==> src/cprc_defs.vh <==
// Constants for the converter power and reset control block.
// Assumes one 100 MHz clock and a strobed register port one word wide.
// How it works
// [RQ1] Sample and serializer clock enables come from the reference clock divider.
// [RQ2] Decimation strobe follows sample clock, so filter timing scales with it.
// [RQ3] Equalizer enable bit gates the equalizer power output.
// [RQ4] Output standard and common-mode bits are written by software.
// [RQ5] Full power-down bit turns off clock generator, reference, bias, everything.
// [RQ6] Sleep pin or sleep bit enters sleep; wake time shorter than power-down.
// [RQ7] Each channel shutdown bit turns off its modulator, filter and driver.
// [RQ8] Any of three resets starts calibration and clock relock.
// [RQ9] Resets load defaults; register writes are taken during calibration.
// [RQ10] Output data invalid in reset, until lock, then until filter latency ends.
// [RQ11] Host pulses reset pin after power-up if supply order was wrong.
// [RQ12] Host should toggle sleep pin for duty cycling, not the bit.
// [RQ13] After power-down, data invalid until relock and filter latency end.
`ifndef CPRC_DEFS_VH
`define CPRC_DEFS_VH
// ****************************************
// Register offsets
// ****************************************
`define CPRC_ADDR_TOP     4'h0
`define CPRC_ADDR_CHAN    4'h1
`define CPRC_ADDR_OUTCFG  4'h2
`define CPRC_ADDR_STATUS  4'h3
// ****************************************
// Field positions
// ****************************************
`define CPRC_TOP_PD       0
`define CPRC_TOP_SLEEP    1
`define CPRC_TOP_SWRST    2
`define CPRC_TOP_EQ_EN    3
`define CPRC_OUT_SCALABLE_LOW_SWING_OUTPUT     0
`define CPRC_OUT_OCM      1
// ****************************************
// Reset values
// ****************************************
`define CPRC_TOP_RESET    8'h08
`define CPRC_CHAN_RESET   8'h00
`define CPRC_OUT_RESET    8'h02
// ****************************************
// Timing counts, in clk cycles
// ****************************************
`define CPRC_CAL_CYCLES   16'h0400
`define CPRC_LOCK_PD      16'h0800
`define CPRC_LOCK_SLEEP   16'h0040
`define CPRC_LATENCY      16'h0080
`define CPRC_SAMPLE_DIV   8'h02
`define CPRC_SER_DIV      8'h03
`endif

==> src/cprc_divider.v <==
// Free-running divider giving a one-cycle enable strobe every div cycles.
// Assumes div is at least 1; stops while run is low.
`timescale 1ns/1ps
`default_nettype none
module cprc_divider (
    // Clock and reset
    input wire clk,
    input wire rst_n,
    // Control
    input wire run,
    input wire [7:0] div,
    // Strobe
    output reg tick
);
    reg [7:0] count;
    always @(posedge clk) begin
        if (!rst_n || !run) begin
            count <= 8'h00;
            tick <= 1'b0;
        end else if (count + 8'h01 >= div) begin
            count <= 8'h00;
            tick <= 1'b1;
        end else begin
            count <= count + 8'h01;
            tick <= 1'b0;
        end
    end
endmodule
`default_nettype wire

==> src/cprc_sync.v <==
// Two-flop synchroniser for one asynchronous pin.
// Assumes the pin level is held far longer than two clk cycles.
`timescale 1ns/1ps
`default_nettype none
module cprc_sync (
    // Clock and reset
    input wire clk,
    input wire rst_n,
    // Pin and synchronised level
    input wire din,
    output reg dout
);
    reg stage1;
    always @(posedge clk) begin
        if (!rst_n) begin
            stage1 <= 1'b0;
            dout <= 1'b0;
        end else begin
            stage1 <= din;
            dout <= stage1;
        end
    end
endmodule
`default_nettype wire

==> src/cprc_top.v <==
// Reset, start-up and power mode control of an eight-channel converter.
// Assumes reset and sleep pins are asynchronous; lock indication is a pin.
`timescale 1ns/1ps
`default_nettype none
`include "cprc_defs.vh"
module cprc_top (
    // Clock and power-on reset
    input wire clk,
    input wire rst_n,
    // Pins from the host
    input wire reset_pin_n,
    input wire sleep_pin,
    // Clock generator lock from the analog side
    input wire pll_locked_pin,
    // Register port
    input wire [3:0] reg_addr,
    input wire [7:0] reg_wdata,
    input wire reg_write,
    input wire reg_read,
    output reg [7:0] reg_rdata,
    // Power controls to the analog side
    output reg pll_enable,
    output reg bias_enable,
    output reg calib_active,
    output reg equalizer_enable,
    output reg scalable_low_swing_output,
    output reg output_cm_high,
    output reg [7:0] channel_enable,
    // Clock strobes
    output wire sample_tick,
    output wire serializer_tick,
    output wire decimate_tick,
    // Data validity
    output reg data_valid
);
    // ****************************************
    // States
    // ****************************************
    localparam ST_RESET = 3'h0;
    localparam ST_CAL = 3'h1;
    localparam ST_LOCK = 3'h2;
    localparam ST_LATENCY = 3'h3;
    localparam ST_RUN = 3'h4;
    localparam ST_SLEEP = 3'h5;
    localparam ST_PDOWN = 3'h6;

    // ****************************************
    // Pin synchronisers
    // ****************************************
    wire rst_pin_low;
    wire sleep_req_pin;
    wire locked_sync;
    cprc_sync u_sync_rst (
        .clk(clk),
        .rst_n(rst_n),
        .din(~reset_pin_n),
        .dout(rst_pin_low)
    );
    cprc_sync u_sync_sleep (
        .clk(clk),
        .rst_n(rst_n),
        .din(sleep_pin),
        .dout(sleep_req_pin)
    );
    cprc_sync u_sync_lock (
        .clk(clk),
        .rst_n(rst_n),
        .din(pll_locked_pin),
        .dout(locked_sync)
    );

    // ****************************************
    // Registers
    // ****************************************
    reg [7:0] top_ctrl;
    reg [7:0] chan_pd;
    reg [7:0] out_cfg;
    reg sw_reset;
    reg [2:0] state;
    reg [2:0] next_state;
    reg [15:0] count;
    reg [15:0] lock_wait;
    wire any_reset;
    wire pd_bit;
    wire sleep_req;

    assign pd_bit = top_ctrl[`CPRC_TOP_PD];
    assign sleep_req = sleep_req_pin | top_ctrl[`CPRC_TOP_SLEEP]; // RQ6
    // Three reset sources meet here
    assign any_reset = !rst_n | rst_pin_low | sw_reset; // RQ8

    // Writes taken in every state, even during calibration
    always @(posedge clk) begin
        if (any_reset) begin
            top_ctrl <= `CPRC_TOP_RESET; // RQ9
            chan_pd <= `CPRC_CHAN_RESET;
            out_cfg <= `CPRC_OUT_RESET;
            sw_reset <= 1'b0;
        end else begin
            sw_reset <= 1'b0;
            if (reg_write) begin
                case (reg_addr)
                    `CPRC_ADDR_TOP: begin
                        top_ctrl <= reg_wdata & 8'hFB; // RQ9
                        sw_reset <= reg_wdata[`CPRC_TOP_SWRST]; // RQ8
                    end
                    `CPRC_ADDR_CHAN: chan_pd <= reg_wdata; // RQ7
                    `CPRC_ADDR_OUTCFG: out_cfg <= reg_wdata & 8'h03; // RQ4
                    default: ;
                endcase
            end
        end
    end

    always @(posedge clk) begin
        if (!rst_n) begin
            reg_rdata <= 8'h00;
        end else if (reg_read) begin
            case (reg_addr)
                `CPRC_ADDR_TOP: reg_rdata <= top_ctrl;
                `CPRC_ADDR_CHAN: reg_rdata <= chan_pd;
                `CPRC_ADDR_OUTCFG: reg_rdata <= out_cfg;
                `CPRC_ADDR_STATUS: reg_rdata <= {3'h0, locked_sync, data_valid, state};
                default: reg_rdata <= 8'h00;
            endcase
        end else begin
            reg_rdata <= 8'h00;
        end
    end

    // ****************************************
    // Sequencer
    // ****************************************
    always @* begin
        next_state = state;
        case (state)
            ST_RESET: next_state = ST_CAL; // RQ8
            ST_CAL: if (count == `CPRC_CAL_CYCLES) next_state = ST_LOCK;
            ST_LOCK: if (locked_sync && count >= lock_wait) next_state = ST_LATENCY; // RQ10
            ST_LATENCY: if (count == `CPRC_LATENCY) next_state = ST_RUN; // RQ10
            ST_RUN: begin
                if (pd_bit) next_state = ST_PDOWN; // RQ5
                else if (sleep_req) next_state = ST_SLEEP; // RQ6
            end
            ST_SLEEP: begin
                if (pd_bit) next_state = ST_PDOWN;
                else if (!sleep_req) next_state = ST_LOCK;
            end
            // Relock and latency again, as after reset but without calibration
            ST_PDOWN: if (!pd_bit) next_state = ST_LOCK; // RQ13
            default: next_state = ST_RESET;
        endcase
    end

    always @(posedge clk) begin
        if (any_reset) begin
            state <= ST_RESET;
            count <= 16'h0000;
            lock_wait <= `CPRC_LOCK_PD;
        end else begin
            state <= next_state;
            if (next_state != state) count <= 16'h0000;
            else if (count != 16'hFFFF) count <= count + 16'h0001;
            // Sleep keeps the bias up, so the wake wait is shorter
            if (state == ST_SLEEP && next_state == ST_LOCK) lock_wait <= `CPRC_LOCK_SLEEP; // RQ6
            else if (state == ST_PDOWN) lock_wait <= `CPRC_LOCK_PD; // RQ5
        end
    end

    // ****************************************
    // Power outputs
    // ****************************************
    always @(posedge clk) begin
        if (any_reset) begin
            pll_enable <= 1'b0;
            bias_enable <= 1'b0;
            calib_active <= 1'b0;
            equalizer_enable <= 1'b0;
            scalable_low_swing_output <= 1'b0;
            output_cm_high <= 1'b0;
            channel_enable <= 8'h00;
            data_valid <= 1'b0; // RQ10
        end else begin
            pll_enable <= (next_state != ST_PDOWN); // RQ5
            bias_enable <= (next_state != ST_PDOWN); // RQ5
            calib_active <= (next_state == ST_CAL); // RQ8
            // Equalizer unpowered when disabled
            equalizer_enable <= top_ctrl[`CPRC_TOP_EQ_EN] && next_state == ST_RUN; // RQ3
            scalable_low_swing_output <= out_cfg[`CPRC_OUT_SCALABLE_LOW_SWING_OUTPUT]; // RQ4
            output_cm_high <= out_cfg[`CPRC_OUT_OCM]; // RQ4
            // Sleep and power-down take every channel down
            channel_enable <= (next_state == ST_SLEEP || next_state == ST_PDOWN)
                ? 8'h00 : ~chan_pd; // RQ7
            data_valid <= (next_state == ST_RUN); // RQ10
        end
    end

    // ****************************************
    // Clock strobes
    // ****************************************
    wire clocks_run;
    // Follows the next value of pll_enable, so no strobe outlives the clock generator
    assign clocks_run = !any_reset && (next_state != ST_PDOWN) && locked_sync; // RQ5
    cprc_divider u_div_sample (
        .clk(clk),
        .rst_n(rst_n),
        .run(clocks_run),
        .div(`CPRC_SAMPLE_DIV),
        .tick(sample_tick)
    ); // RQ1
    cprc_divider u_div_ser (
        .clk(clk),
        .rst_n(rst_n),
        .run(clocks_run),
        .div(`CPRC_SER_DIV),
        .tick(serializer_tick)
    ); // RQ1
    // Decimation follows the sample strobe, so filter rate scales with it
    assign decimate_tick = sample_tick & (state == ST_RUN || state == ST_LATENCY); // RQ2
endmodule
`default_nettype wire

==> config.mk <==
export PLATFORM = sky130hd
export DESIGN_NAME = cprc_top
export DESIGN_NICKNAME = d
export VERILOG_FILES = /design/src/cprc_divider.v /design/src/cprc_sync.v /design/src/cprc_top.v
export VERILOG_INCLUDE_DIRS = /design/src
export SDC_FILE = /design/constraint.sdc
export NUM_CORES = 1
export LEC_CHECK = 0
export ABC_CLOCK_PERIOD_IN_PS = 2200
export BUFFER_PORTS_ARGS = -buffer_cell sky130_fd_sc_hd__buf_2
export CORE_MARGIN = 2
export CORE_UTILIZATION = 57
export DETAILED_ROUTE_END_ITERATION = 12
export MAX_ROUTING_LAYER = met4
export PLACE_DENSITY = 0.85
export SYNTH_ARGS = -nofsm -noshare
export SYNTH_HDL_FRONTEND = slang
export SYNTH_SLANG_ARGS = --single-unit
==> constraint.sdc <==
create_clock -name clk -period 2.2 [get_ports clk]
set_input_delay 0.44 -clock clk [delete_from_list [all_inputs] [get_ports clk]]
set_output_delay 0.44 -clock clk [all_outputs]
set_load 0.1 [all_outputs]
==> impl_metrics.yaml <==
run_status:
  outcome: "complete, no violations"
timing:
  final_max_slew_viol_count: 0
  finalCriticalPeriod_ps: 2046
  period_share: 0.9300
  finalWorstSetupSlack_ps: 154.0
  finalSetupViolCount: 0
  worst_pin_slew_ps: 665.8
  finClkSkew_ps: 13.21
  max_slew_margin: 0.5520
  hold_slack_ps: 227.4
  tns_ps: 0
  rsz0062_at_grt: "false"
  max_freq_mhz: 488.8
  hold_viol_final: 0
synthesis:
  yosys.area_share.simple: 0.2490
  ys_warn_count: 0
  syn_area_per_cell_um2: 9.780
  synthDistinctLibCells: 66
  synthCells: 371
  ys_ff_latch: 85
  async_flop_share: 0
  synth_edf_count: 0
  ys.flop_type: "dfxtp_1"
  synth_compound_area_frac: 0.1059
  synthMuxAreaShare: 0.08724
  synthAdderAreaFrac: 0.02759
  synth_area_mm2: 0.003628
  synth_top_family_by_area: "simple AND/OR/NAND/NOR gates"
  synth_xor_area_frac: 0.02655
  seq_area_frac_synth: 0.4690
setup_path:
  critPathBufInv: 0
  path_max_fanout: 8
  cp-start-kind: "flop"
  cp_slowest_stage_delay_ps: 490
  crit_slowest_cell: "o31a_2"
  worstPathRequired_ps: 2450
  setup.worst_path.class: "flop to flop"
  crit_start: "count[13]"
  cp_top_family: "simple AND/OR/NAND/NOR gates"
  path_cells: "nor4_2 > nand4_1 > o31a_2 > a22oi_2 > and4bb_1"
  worst_ep_arrival_time_ps: 2300
  r2r_start: "count[13]"
  end_kind: "flop"
worst_hold_path:
  hold_start: "reset_pin_n"
  min-delay-path-class: "input pin to flop"
floorplan:
  row_count: 29
  die_area_mm2: 0.007020
  core_region_area_mm2: 0.006241
  die_h_um: 83.79
  start_util: 0.5814
  die_w_um: 83.79
  ios: 45
route:
  wl_met1_mm: 3.117
  drt_iter0_drc: 127
  wl_met2_mm: 3.725
  drc_errors: 0
  dr.pass1.iters: 5
  wire_per_inst_um: 14.23
  wl_mm: 7.327
  top_layer: "met4"
  ant_nets: 0
  vias: 2859
  vias_per_cell: 5.551
  met3_wirelength_um: 304
layout:
  fillers: 490
  antenna_cells: 0
  drive_gt1_frac: 0.2123
  fin_area_mm2: 0.004213
  syn2layout_area_growth_pct: 16.10
  nets: 460
  multiInputGateArea_mm2: 0.001858
  regArea_mm2: 0.001703
place:
  port_buffers: 44
  dp_hpwl_mm: 5.238
  gp_congestion: 0.8616
  placed_area_mm2: 0.003981
  dpl_worst_slack_ps: 150.7
global_routing:
  grt.total_usage: 0.2201
  grt_first_pass_wirelength_mm: 12.00
  grt_pass1_vias: 2673
  grt_max_degree: 20
  grt_antenna_before_repair: 0
  grt-ovfl-total: 0
clock_tree:
  cts_root_buffer: "clkbuf_8"
  cts_tree: "built"
  ctsHoldBuffers: 0
  clock_latency_ps: 360
  htree_levels: 3
  path_clk_slew_ps: 90
  clockBufferDepth: 2
  cts_sinks: 85
  cts_buffers: 9
pwr:
  powerDensity_mw_per_mm2: 712.1
  leakagePower_nw: 1.764
  totalPowerFinal_mw: 3.000
  ir_drop_v: 0.0004767
job:
  max_cap_violations: 0
[what timing repair did]
| item | in CTS | in global routing |
|---|---|---|
| buffers inserted | 0 | 3 |
| gates resized for setup | 0 | 2 |
| endpoints found under the setup margin | 0 | 3 |
[flip-flops by register name, indices dropped and copies added (netlist names), 2 cells and up]
signal	flops
u_div_sample.count	8
chan_pd	8
reg_rdata	8
u_div_ser.count	8
count	16
lock_wait	2
channel_enable	8
top_ctrl	7
state	3
out_cfg	2
[worst register-to-register path, cell delays in order (launching register included)]
cell	delay (ps)
dfxtp_1	380
nor4_2	400
nand4_1	220
o31a_2	490
a22oi_2	230
and4bb_1	230
[Yosys cell counts (3+ instances only)]
| library cell | number | area share |
|---|---|---|
| nor2b_1 | 5 | 0.0086 |
| a211oi_1 | 5 | 0.010 |
| and3_1 | 5 | 0.0086 |
| and4_1 | 3 | 0.0072 |
| a21oi_1 | 11 | 0.015 |
| nand2b_1 | 4 | 0.0069 |
| mux2i_1 | 26 | 0.072 |
| nand3_1 | 13 | 0.018 |
| xnor2_1 | 8 | 0.019 |
| inv_1 | 12 | 0.012 |
| or3b_2 | 3 | 0.0072 |
| nand2_1 | 16 | 0.017 |
| or3_1 | 4 | 0.0069 |
| and2_1 | 10 | 0.017 |
| nor4b_1 | 3 | 0.0072 |
| nor2_1 | 56 | 0.058 |
| clkbuf_1 | 9 | 0.0093 |
| nor3_1 | 7 | 0.0097 |
| dfxtp_1 | 85 | 0.47 |
| ha_1 | 8 | 0.028 |
| nor3b_1 | 6 | 0.012 |
| xor2_1 | 3 | 0.0072 |
| o21ai_0 | 8 | 0.011 |
| or4_1 | 4 | 0.0083 |
| a31oi_1 | 4 | 0.0069 |
| nand4_1 | 5 | 0.0086 |
[per-stage QoR]
step                        util  std cells
after detailed placement  0.6379        496
final                     0.6750        515
after global placement    0.6379        496
after floorplan                -        383
after global routing      0.6750        515
after CTS                 0.6700        512
[where the power goes]
part           total, mW  switching [mW]  internal, mW  leakage (nW)
logic              0.323           0.240        0.0834         0.966
registers           1.61          0.0267          1.58         0.696
clock network       1.07           0.619         0.450         0.103
total               3.00           0.885          2.12          1.76
[logic make-up (layout without fill, tap and decap cells)]
logic type,after synthesis,after routing
xor gates and xnor gates,11,11
buffers and inverters,27,82
DFF,85,85
AOI/OAI and AO/OA,50,50
adders and majority gates,8,8
and+or+nand+nor,160,160
muxes,29,29
other,1,13
[cell usage in the layout (no fill, tap or decap), drive strengths merged, types with 4 or more instances in the layout]
cell / n
or3: 4
nor3: 8
o21ai: 8
dfxtp: 85
clkbuf: 9
nor2: 56
and2: 11
buf: 54
or4: 4
nor3b: 7
a21oi: 12
conb: 13
nand4: 6
mux2i: 26
nor2b: 5
nand2b: 4
nand3: 13
a31oi: 4
ha: 8
xnor2: 8
nand2: 16
inv: 16
and3: 5
a211oi: 5
[final cells by class]
type	count	share of cell area
well taps	77	0.02287
multi-input cells	271	0.4410
flip-flops and latches	85	0.4042
clock buffers	9	0.02940
repair buffers	54	0.07366
clock inverters	7	0.01812
inverters	12	0.01069
[final timing paths]
| path | endpoint | slack [ps] | depth (start not counted) |
|---|---|---|---|
| setup / recovery | equalizer_enable | 150 | 5 |
| hold reg to reg | u_sync_rst.dout | 440 | 1 |
| hold / removal | u_sync_rst.stage1 | 230 | 2 |
| setup reg to reg | equalizer_enable | 150 | 5 |
[routing by layer]
metal	GRT usage	vias up
li1	-	1434
met1	0.2448	1338
met2	0.3753	71
met3	0.03956	16
met4	0.1173	0
met5	-	-
(Power assumes the default switching activity.)
